--- src/logic/ppe_pkg.sv ---
//
// Function
// - Pattern word holds byte 63 high, byte 62 low.
// - Four mask words, one bit per pattern byte; one excludes that byte.
// - Start point N begins the compare on byte N+1 after the delimiter.
// - Start point resets to twelve, skipping both MAC addresses.
// - TX_ER requests low-power idle only while its enable bit is set.
// - TX_ER routed: 01 interrupt/power-down pin, 10 collision pin, else none.
// - Bypass set: enable bit alone sets advertised abilities; else MMD registers.
// - Next-page disable bit set refuses received EEE next pages.
// - Shutdown bit set powers down analog receive path during quiet while EEE is active.
// - Enable set: negotiate EEE from advertisement and partner ability.
// - Enable clear: MMD capability and negotiation registers ignored, no EEE.
package ppe_pkg;
    // ****************************************
    // Register offsets
    // ****************************************
    localparam logic [15:0] ADDR_PAT_62_63 = 16'h04c7;
    localparam logic [15:0] ADDR_MASK_0 = 16'h04c8;
    localparam logic [15:0] ADDR_MASK_1 = 16'h04c9;
    localparam logic [15:0] ADDR_MASK_2 = 16'h04ca;
    localparam logic [15:0] ADDR_MASK_3 = 16'h04cb;
    localparam logic [15:0] ADDR_CMP_CTRL = 16'h04cc;
    localparam logic [15:0] ADDR_LPI_A = 16'h04d0;
    localparam logic [15:0] ADDR_LPI_B = 16'h04d1;
    localparam logic [15:0] ADDR_LOOP_BW = 16'h04d4;
    // ****************************************
    // Field positions
    // ****************************************
    localparam int LPI_A_TXER_LPI = 14;
    localparam int LPI_A_PIN_SEL = 5;
    localparam int LPI_B_RSVD = 4;
    localparam int LPI_B_BYPASS = 3;
    localparam int LPI_B_NP_DIS = 2;
    localparam int LPI_B_RX_SD = 1;
    localparam int LPI_B_CAP_EN = 0;
    localparam logic [1:0] PIN_INTERRUPT_POWERDOWN_PIN = 2'h1;
    localparam logic [1:0] PIN_COL_GPIO = 2'h2;
    // ****************************************
    // Reset values
    // ****************************************
    localparam logic [15:0] RST_PAT = 16'h0000;
    localparam logic [15:0] RST_MASK = 16'h0000;
    localparam logic [5:0] RST_START = 6'h0c;
    localparam logic [15:0] LPI_A_FIXED = 16'h0302;
    localparam logic [11:0] RST_LPI_B_RSVD = 12'h018;
    localparam logic RST_BYPASS = 1'b1;
    localparam logic RST_RX_SD = 1'b1;
    localparam logic [15:0] RST_LOOP_BW = 16'h7220;
    // ****************************************
    // Types
    // ****************************************
    typedef enum logic [1:0] {
        PPE_IDLE = 2'b00,
        PPE_RUN = 2'b01
    } ppe_state_e;
    typedef struct packed {
        logic valid;
        logic first;
        logic last;
        logic [7:0] data;
    } ppe_rx_byte_s;
endpackage

--- src/logic/ppe_regs.sv ---
// Decided for this implementation: the plain strobed port.
`timescale 1ns/10ps
module ppe_regs #(
    parameter int PAT_BYTES = 64
) (
    input wire logic clk_i,
    input wire logic reset_i,
    input wire logic [15:0] addr_i,
    input wire logic [15:0] wdata_i,
    input wire logic wr_i,
    input wire logic rd_i,
    output logic [15:0] rdata_o,
    input wire logic [495:0] pattern_lo_i,
    input wire ppe_pkg::ppe_rx_byte_s rx_i,
    output logic match_o,
    output logic match_valid_o,
    input wire logic tx_er_i,
    input wire logic cap_strap_i,
    output logic lpi_req_o,
    output logic interrupt_powerdown_pin_o,
    output logic col_gpio_pin_o,
    input wire logic mmd3_cap_i,
    input wire logic mmd7_adv_i,
    input wire logic mmd7_lp_i,
    input wire logic np_rx_i,
    input wire logic lpi_quiet_i,
    output logic eee_adv_o,
    output logic eee_active_o,
    output logic np_accept_o,
    output logic rx_shutdown_o
);
    // ****************************************
    // State
    // ****************************************
    logic [15:0] pat_hi_q, pat_hi_d;
    logic [63:0] mask_q, mask_d;
    logic [5:0] start_q, start_d;
    logic txer_lpi_q, txer_lpi_d;
    logic [1:0] pin_sel_q, pin_sel_d;
    logic [11:0] b_rsvd_q, b_rsvd_d;
    logic bypass_q, bypass_d;
    logic np_dis_q, np_dis_d;
    logic rx_sd_q, rx_sd_d;
    logic cap_en_q, cap_en_d;
    logic [15:0] loop_bw_q, loop_bw_d;
    logic [15:0] rdata_d;
    logic strap_pend_q;
    logic [2:0] txer_s_q, strap_s_q;
    logic txer_q, txer_d;
    logic lpi_d, int_d, col_d, adv_d, act_d, npa_d, sd_d;
    logic lpi_q, int_q, col_q, adv_q, act_q, npa_q, sd_q;
    ppe_pkg::ppe_state_e st_q, st_d;
    logic [6:0] cnt_q, cnt_d;
    logic miss_q, miss_d;
    logic match_q, match_d, mvalid_q, mvalid_d;
    logic [511:0] pattern;
    logic [6:0] pos;
    logic [6:0] pos_end;
    logic [6:0] idx;
    logic in_win;
    logic byte_miss;

    function automatic logic unmasked_from(input logic [63:0] m, input logic [6:0] p);
        logic r;
        r = 1'b0;
        for (int i = 0; i < 64; i++) begin
            if (7'(i) >= p && !m[i]) begin
                r = 1'b1;
            end
        end
        return r;
    endfunction

    // ****************************************
    // Register file
    // ****************************************
    always_comb begin
        pat_hi_d = pat_hi_q;
        mask_d = mask_q;
        start_d = start_q;
        txer_lpi_d = txer_lpi_q;
        pin_sel_d = pin_sel_q;
        b_rsvd_d = b_rsvd_q;
        bypass_d = bypass_q;
        np_dis_d = np_dis_q;
        rx_sd_d = rx_sd_q;
        cap_en_d = cap_en_q;
        loop_bw_d = loop_bw_q;
        if (strap_pend_q && strap_s_q[1] == strap_s_q[2]) begin
            cap_en_d = strap_s_q[2];
        end
        if (wr_i) begin
            case (addr_i)
                ppe_pkg::ADDR_PAT_62_63: pat_hi_d = wdata_i;
                ppe_pkg::ADDR_MASK_0: mask_d[15:0] = wdata_i;
                ppe_pkg::ADDR_MASK_1: mask_d[31:16] = wdata_i;
                ppe_pkg::ADDR_MASK_2: mask_d[47:32] = wdata_i;
                ppe_pkg::ADDR_MASK_3: mask_d[63:48] = wdata_i;
                ppe_pkg::ADDR_CMP_CTRL: start_d = wdata_i[5:0];
                ppe_pkg::ADDR_LPI_A: begin
                    txer_lpi_d = wdata_i[ppe_pkg::LPI_A_TXER_LPI];
                    pin_sel_d = wdata_i[ppe_pkg::LPI_A_PIN_SEL +: 2];
                end
                ppe_pkg::ADDR_LPI_B: begin
                    b_rsvd_d = wdata_i[ppe_pkg::LPI_B_RSVD +: 12];
                    bypass_d = wdata_i[ppe_pkg::LPI_B_BYPASS];
                    np_dis_d = wdata_i[ppe_pkg::LPI_B_NP_DIS];
                    rx_sd_d = wdata_i[ppe_pkg::LPI_B_RX_SD];
                    cap_en_d = wdata_i[ppe_pkg::LPI_B_CAP_EN];
                end
                ppe_pkg::ADDR_LOOP_BW: loop_bw_d = wdata_i;
                default: begin
                end
            endcase
        end
        rdata_d = 16'h0000;
        if (rd_i) begin
            case (addr_i)
                ppe_pkg::ADDR_PAT_62_63: rdata_d = pat_hi_q;
                ppe_pkg::ADDR_MASK_0: rdata_d = mask_q[15:0];
                ppe_pkg::ADDR_MASK_1: rdata_d = mask_q[31:16];
                ppe_pkg::ADDR_MASK_2: rdata_d = mask_q[47:32];
                ppe_pkg::ADDR_MASK_3: rdata_d = mask_q[63:48];
                ppe_pkg::ADDR_CMP_CTRL: rdata_d = {10'h000, start_q};
                ppe_pkg::ADDR_LPI_A: begin
                    rdata_d = ppe_pkg::LPI_A_FIXED;
                    rdata_d[ppe_pkg::LPI_A_TXER_LPI] = txer_lpi_q;
                    rdata_d[ppe_pkg::LPI_A_PIN_SEL +: 2] = pin_sel_q;
                end
                ppe_pkg::ADDR_LPI_B: rdata_d = {b_rsvd_q, bypass_q, np_dis_q, rx_sd_q, cap_en_q};
                ppe_pkg::ADDR_LOOP_BW: rdata_d = loop_bw_q;
                default: rdata_d = 16'h0000;
            endcase
        end
    end

    always_ff @(posedge clk_i) begin
        if (reset_i) begin
            pat_hi_q <= ppe_pkg::RST_PAT;
            mask_q <= {4{ppe_pkg::RST_MASK}};
            start_q <= ppe_pkg::RST_START;
            txer_lpi_q <= 1'b0;
            pin_sel_q <= 2'h0;
            b_rsvd_q <= ppe_pkg::RST_LPI_B_RSVD;
            bypass_q <= ppe_pkg::RST_BYPASS;
            np_dis_q <= 1'b0;
            rx_sd_q <= ppe_pkg::RST_RX_SD;
            cap_en_q <= 1'b0;
            loop_bw_q <= ppe_pkg::RST_LOOP_BW;
            rdata_o <= 16'h0000;
            strap_pend_q <= 1'b1;
        end else begin
            pat_hi_q <= pat_hi_d;
            mask_q <= mask_d;
            start_q <= start_d;
            txer_lpi_q <= txer_lpi_d;
            pin_sel_q <= pin_sel_d;
            b_rsvd_q <= b_rsvd_d;
            bypass_q <= bypass_d;
            np_dis_q <= np_dis_d;
            rx_sd_q <= rx_sd_d;
            cap_en_q <= cap_en_d;
            loop_bw_q <= loop_bw_d;
            rdata_o <= rdata_d;
            strap_pend_q <= 1'b0;
        end
    end

    // ****************************************
    // Pin synchronisers
    // ****************************************
    always_ff @(posedge clk_i) begin
        txer_s_q <= {txer_s_q[1:0], tx_er_i};
        strap_s_q <= {strap_s_q[1:0], cap_strap_i};
    end

    // ****************************************
    // Low-power idle and negotiation controls
    // ****************************************
    always_comb begin
        txer_d = (txer_s_q[1] == txer_s_q[2]) ? txer_s_q[2] : txer_q;
        lpi_d = txer_lpi_q && txer_q;
        int_d = (pin_sel_q == ppe_pkg::PIN_INTERRUPT_POWERDOWN_PIN) && txer_q;
        col_d = (pin_sel_q == ppe_pkg::PIN_COL_GPIO) && txer_q;
        // Bypass uses the enable bit alone
        adv_d = cap_en_q && (bypass_q || (mmd3_cap_i && mmd7_adv_i));
        act_d = adv_d && mmd7_lp_i;
        npa_d = np_rx_i && !np_dis_q && cap_en_q;
        sd_d = rx_sd_q && lpi_quiet_i && act_q;
    end

    always_ff @(posedge clk_i) begin
        if (reset_i) begin
            txer_q <= 1'b0;
            {lpi_q, int_q, col_q, adv_q, act_q, npa_q, sd_q} <= 7'h00;
        end else begin
            txer_q <= txer_d;
            {lpi_q, int_q, col_q, adv_q, act_q, npa_q, sd_q} <=
                {lpi_d, int_d, col_d, adv_d, act_d, npa_d, sd_d};
        end
    end

    assign lpi_req_o = lpi_q;
    assign interrupt_powerdown_pin_o = int_q;
    assign col_gpio_pin_o = col_q;
    assign eee_adv_o = adv_q;
    assign eee_active_o = act_q;
    assign np_accept_o = npa_q;
    assign rx_shutdown_o = sd_q;

    // ****************************************
    // Pattern compare
    // ****************************************
    assign pattern = {pat_hi_q, pattern_lo_i};
    // Byte index taken from the counter, not its next value, so no loop
    assign idx = rx_i.first ? 7'h00 : ((cnt_q != 7'h7f) ? (cnt_q + 7'h01) : cnt_q);
    assign pos = idx - {1'b0, start_q};
    assign in_win = (idx >= {1'b0, start_q}) && (pos < 7'(PAT_BYTES));
    assign byte_miss = in_win && !mask_q[pos[5:0]] &&
        (pattern[pos[5:0]*8 +: 8] != rx_i.data);
    assign pos_end = (idx >= {1'b0, start_q}) ? (pos + 7'h01) : 7'h00;

    always_comb begin
        st_d = st_q;
        cnt_d = cnt_q;
        miss_d = miss_q;
        match_d = 1'b0;
        mvalid_d = 1'b0;
        if (rx_i.valid) begin
            if (rx_i.first) begin
                cnt_d = 7'h00;
                miss_d = 1'b0;
                st_d = ppe_pkg::PPE_RUN;
            end else if (cnt_q != 7'h7f) begin
                cnt_d = cnt_q + 7'h01;
            end
            if (rx_i.first || st_q == ppe_pkg::PPE_RUN) begin
                miss_d = miss_d || byte_miss;
                if (rx_i.last) begin
                    // Bytes past the frame end count as mismatches when unmasked
                    match_d = !miss_d && !unmasked_from(mask_q, pos_end);
                    mvalid_d = 1'b1;
                    st_d = ppe_pkg::PPE_IDLE;
                end
            end
        end
    end

    always_ff @(posedge clk_i) begin
        if (reset_i) begin
            st_q <= ppe_pkg::PPE_IDLE;
            cnt_q <= 7'h00;
            miss_q <= 1'b0;
            match_q <= 1'b0;
            mvalid_q <= 1'b0;
        end else begin
            st_q <= st_d;
            cnt_q <= cnt_d;
            miss_q <= miss_d;
            match_q <= match_d;
            mvalid_q <= mvalid_d;
        end
    end

    assign match_o = match_q;
    assign match_valid_o = mvalid_q;

    // ****************************************
    // Checks
    // ****************************************
    property p_lpi_gate;
        @(posedge clk_i) disable iff (reset_i) lpi_req_o |-> $past(txer_lpi_q) && $past(txer_q);
    endproperty
    a_lpi_gate: assert property (p_lpi_gate) else $error("LPI request without enable");
    property p_pin_int;
        @(posedge clk_i) disable iff (reset_i)
            (pin_sel_q == 2'h1 && txer_q) |=> interrupt_powerdown_pin_o && !col_gpio_pin_o;
    endproperty
    a_pin_int: assert property (p_pin_int) else $error("TX_ER not on power-down pin");
    property p_pin_none;
        @(posedge clk_i) disable iff (reset_i)
            (pin_sel_q == 2'h0 || pin_sel_q == 2'h3) |=> !interrupt_powerdown_pin_o && !col_gpio_pin_o;
    endproperty
    a_pin_none: assert property (p_pin_none) else $error("TX_ER routed with no pin");
    property p_start_reset;
        @(posedge clk_i) $fell(reset_i) |-> start_q == 6'h0c;
    endproperty
    a_start_reset: assert property (p_start_reset) else $error("Start point not twelve");
    property p_no_eee;
        @(posedge clk_i) disable iff (reset_i) !cap_en_q ##1 !cap_en_q |-> !eee_adv_o && !eee_active_o;
    endproperty
    a_no_eee: assert property (p_no_eee) else $error("EEE while disabled");
    property p_bypass;
        @(posedge clk_i) disable iff (reset_i) (bypass_q && cap_en_q) |=> eee_adv_o;
    endproperty
    a_bypass: assert property (p_bypass) else $error("Bypass did not advertise");
    property p_np;
        @(posedge clk_i) disable iff (reset_i) np_dis_q |=> !np_accept_o;
    endproperty
    a_np: assert property (p_np) else $error("Next page accepted while disabled");
    property p_sd;
        @(posedge clk_i) disable iff (reset_i) rx_shutdown_o |-> $past(rx_sd_q) && $past(lpi_quiet_i);
    endproperty
    a_sd: assert property (p_sd) else $error("Shutdown outside quiet");
    property p_neg;
        @(posedge clk_i) disable iff (reset_i) eee_active_o |-> $past(mmd7_lp_i) && $past(cap_en_q);
    endproperty
    a_neg: assert property (p_neg) else $error("EEE active without partner");
    property p_match;
        @(posedge clk_i) disable iff (reset_i) match_o |-> match_valid_o && !$past(miss_d);
    endproperty
    a_match: assert property (p_match) else $error("Match despite mismatch");
    property p_read;
        @(posedge clk_i) disable iff (reset_i)
            (rd_i && addr_i == 16'h04cc) |=> rdata_o == {10'h000, $past(start_q)};
    endproperty
    a_read: assert property (p_read) else $error("Start point read wrong");
    c_match: cover property (@(posedge clk_i) disable iff (reset_i) match_o);
    c_miss: cover property (@(posedge clk_i) disable iff (reset_i) match_valid_o && !match_o);
    c_lpi: cover property (@(posedge clk_i) disable iff (reset_i) lpi_req_o && col_gpio_pin_o);
endmodule

--- config.mk ---
export PLATFORM = sky130hd
export DESIGN_NAME = ppe_regs
export DESIGN_NICKNAME = d
export VERILOG_FILES = /design/src/logic/ppe_pkg.sv /design/src/logic/ppe_regs.sv
export SDC_FILE = /design/constraint.sdc
export NUM_CORES = 1
export LEC_CHECK = 0
export BUFFER_PORTS_ARGS = -buffer_cell sky130_fd_sc_hd__buf_4
export CAP_MARGIN = 20
export CELL_PAD_IN_SITES_DETAIL_PLACEMENT = 1
export CELL_PAD_IN_SITES_GLOBAL_PLACEMENT = 1
export CORE_AREA = 3 3 220 222
export CTS_CLUSTER_SIZE = 40
export DETAILED_ROUTE_END_ITERATION = 16
export DIE_AREA = 0 0 223 225
export GPL_TIMING_DRIVEN = 1
export PLACE_DENSITY = 0.73
export REMOVE_ABC_BUFFERS = 1
export SETUP_SLACK_MARGIN = 0.05
export SLEW_MARGIN = 20
export SYNTH_ARGS = -nofsm -noshare
export SYNTH_HDL_FRONTEND = slang
export SYNTH_SLANG_ARGS = --single-unit
export TNS_END_PERCENT = 1
--- constraint.sdc ---
create_clock -name clk_i -period 7.3 [get_ports clk_i]
set_input_delay 1.46 -clock clk_i [delete_from_list [all_inputs] [get_ports clk_i]]
set_output_delay 1.46 -clock clk_i [all_outputs]
set_load 0.005 [all_outputs]
==> key figures <==
Outcome
  – Result of the run: complete, no violations

Die
  – Width of the die: 223 um
  – Site row count: 79
  – Die area: 50,200 sq um
  – Die height: 225 um
  – Boundary Pins: between 500 and 600
  – Starting density of the core: 27.5%
  – Placeable Area: between 40,000 and 50,000 sq um

Global route
  – Met2 GRT Util: between 40% and 50%
  – Met3 layer usage reported by global route: 6.49%
  – Maximum number of pins on one net before global-route repair: 96
  – Most used routing layer in global routing: met2
  – Global routing met1 resource utilization: around a third
  – Vias in the first global route: between 15,000 and 20,000
  – Aggregate global routing overflow: 0
  – Number of antenna violations at the first check in global routing: 5
  – Wire length of the first global-routing pass: 100,000 um
  – Combined global-route utilization of all metal layers: a little over a quarter

STA
  – Unrepaired setup endpoints after global routing: false
  – Max Clk Rate: approximately 160 MHz
  – Worst rel slew slack: between 20 and 30%
  – Slew Limit Fails: 0
  – Layout Skew: about 10 ps
  – Post-route fraction of the period consumed by the critical path: 83.1%
  – Tightest Pin Transition: ~1100 ps
  – Worst hold margin: approximately 330 ps
  – Count of final setup violators: 0
  – Post-layout min period: between 6000 and 7000 ps
  – Hold violation count in the final report: 0

Power
  – Worst ir drop on vdd: around 190 uV
  – Pwr Density: roughly 130 nW/um^2
  – Power after layout: between 2 and 2.5 mW
  – Leakage: roughly 7.1 nW

Worst hold path
  – Hold crit path type: flip-flop to flip-flop

Clock network
  – Number of buffers inserted during clock tree synthesis: 17
  – Insertion delay of the later-clocked pin in the worst-skew pair: roughly 440 ps
  – Cell at the root of the clock tree: clkbuf_16
  – Post-CTS sizing: 0
  – Deepest clock path buffer count: 2
  – H-tree depth reported by CTS: 4
  – Number of hold buffers added after cts: 0
  – Clk sinks: between 150 and 200
  – Post-CTS setup-driven buffer insertion count: 0
  – Clock input transition at the sequential cells of the worst setup and hold paths: 70 ps
  – CTS tree: done

Place
  – Post-DP HPWL: 56,700 um
  – Post-DP Area: around 18,000 sq um
  – Final weighted congestion in routability-driven placement: ~0.96
  – Count of buffers inserted at the top-level ports: 574

Setup path
  – Critical path type: flip-flop to flip-flop
  – Max stage delay cell, worst path: xnor2_2
  – Data arrival at the endpoint of the critical path: about 6400 ps
  – CP Cell Sequence: ha_1, nand3_1, nor2_1, nand2_1, and2_1, a211oi_1, ha_1, a21o_1, a21oi_4, xnor2_2, buf_4, nand2_1, a311oi_2, and2b_2, a21o_1, a21oi_1, or4_1, a2111oi_0, nor4b_2
  – Largest incremental delay on the critical path: roughly 780 ps
  – Crit end category: flip-flop
  – Top fanout value on the critical path: 14
  – WP data required: ~7700 ps
  – Startpoint type of the worst setup path: flip-flop

Drt
  – Vias after detailed routing: between 10,000 and 15,000
  – DRC: 0
  – Detailed router's first-iteration violation count: between 1,000 and 1,500
  – ANT nets after route: 0
  – Number of iterations in the first detailed-routing pass: 6
  – Wire length per cell after detailed routing: between 20 and 30 um
  – Final routed wirelength across all metal layers: around 70,000 um
  – Avg Vias per Cell: between 5 and 6

Run
  – Max-capacitance violation count: 0

Logic synthesis
  – Largest area contributor in the netlist: mux4_2
  – Synth area leaders: mux4_2 28%, dfxtp_1 26%, nand2_1 9.4%
  – Compound-cell area share of the yosys netlist: 15.4%
  – Synth Area in Adders: less than 1%
  – Distinct cells, synth: 88
  – Sequential-to-total area share from yosys stat: between 20 and 30%
  – EDFF count, synth: 0
  – Simple-Gate Fraction of Synth Area: between 10% and 20%
  – Post-Synthesis Cells: about 1,400
  – Combined area of all synthesized cells: around 13,000 sq um
  – Fraction of synthesized area in multiplexers: around a third
  – Proportion of synthesized flip-flops having asynchronous set or reset: 0%
  – Top-area cell type share of the netlist area: around 28%
  – Combinational family with the most area after synthesis: multiplexers
  – Yosys synthesis warning count: 0
  – FF+latch count, synth: around 160
  – XOR/XNOR Fraction of Synth Area: under 10%
  – Mean instance size in the synthesized netlist: between 9 and 10 sq um
  – Post-synth top flop: dfxtp_1

Final layout
  – Number of nets in the final layout: about 2,400
  – Commonest non-fill, non-tap cells in the layout: 602 x buf_4, 319 x nand2_1, 164 x dfxtp_1
  – Fill cell instance count of the final layout: 5,418
  – Leading cell type in the layout, fill and taps excluded: buf_4
  – Area growth from synthesis to final layout: 42.6%
  – Non-Filler Cell Area, Final: ~18,000 sq um
  – Share of final-layout standard cells stronger than drive strength 1: roughly 45%
## per-layer routing
metal / part of all wire, % / up-vias
met3: 8.1 / 116
met1: 39 / 7171
li1: - / 6238
met4: 3.7 / 6
met2: 49 / 740
met5: 0.059 / -
## metrics by stage
| step | util (%) | setup TNS [ps] | setup WS, ps | cells |
|---|---|---|---|---|
| after global placement | 38.0 | 0 | 1120 | 2466 |
| final | 39.2 | 0 | 1230 | 2499 |
| after global routing | 39.2 | 0 | 811 | 2497 |
| after CTS | 39.2 | 0 | 1280 | 2496 |
| after detailed placement | 38.0 | 0 | 997 | 2466 |
| after floorplan | - | -8010 | -4560 | 1254 |
## final timing paths
path         slack [ps]           to   startpoint  cells after the start
max                1230      match_o     cnt_q[0]                     19
min                 330  txer_s_q[1]  txer_s_q[0]                      0
max reg2reg        1230      match_o     cnt_q[0]                     19
min reg2reg         330  txer_s_q[1]  txer_s_q[0]                      0
## synthesized netlist by cell type (all sizes together) (5+ instances only)
cell / n
a31oi: 15
nand3: 50
a21o: 8
o221ai: 5
nand2: 319
mux4: 163
or2: 6
a21oi: 160
a22oi: 6
clkbuf: 82
inv: 12
a222oi: 29
xnor2: 16
and2: 12
nor3: 28
nand2b: 7
dfxtp: 164
mux2i: 24
and3: 5
o21ai: 26
xor2: 17
ha: 8
a211oi: 8
nor2: 58
buf: 39
nor4: 9
nand4: 7
mux2: 18
## where the power goes
group          internal, mW  total, mW  leakage (nW)  switching, mW
Combinational         0.362      0.600          5.56          0.238
Clock                 0.483      0.863         0.258          0.379
Sequential            0.898      0.901          1.32        0.00269
## cell type report
class                      count  area (sq um)  area share [%]
antenna                        3          7.51          0.0411
clock buffer                  22           464            2.54
clock inverter                 8          80.1           0.439
inverter                      13          48.8           0.267
multi-input combinational   1077          9030            49.5
sequential                   164          3280            18.0
tap                          607           759            4.16
timing repair buffer         605          4580            25.1
## cell families (layout without fill, tap and decap cells)
family                   after synthesis  count (layout)
XOR/XNOR                              33              33
other                                  0               3
multiplexers                         205             205
buffers and inverters                134             648
AO/OA/AOI/OAI                        303             303
flip-flops                           164             164
adder cells (fa/ha/maj)                9               9
AND/OR/NAND/NOR                      527             527
## worst max-delay path, delay by kind of cell (launching register included)
kind                     cells  cell delay [ps]
AO/OA/AOI/OAI                7             1870
buffers and inverters        1              330
adder cells (fa/ha/maj)      2              710
flip-flops                   1              400
AND/OR/NAND/NOR              8             1870
XOR/XNOR                     1              780
## registers in the layout, indices dropped and copies added (netlist names), 2 cells and up
name	cells
b_rsvd_q	12
cnt_q	7
loop_bw_q	16
mask_q	64
pat_hi_q	16
pin_sel_q	2
rdata_o	16
st_q	2
start_q	6
strap_s_q	3
txer_s_q	3
Power figures use the tool's default switching activity.
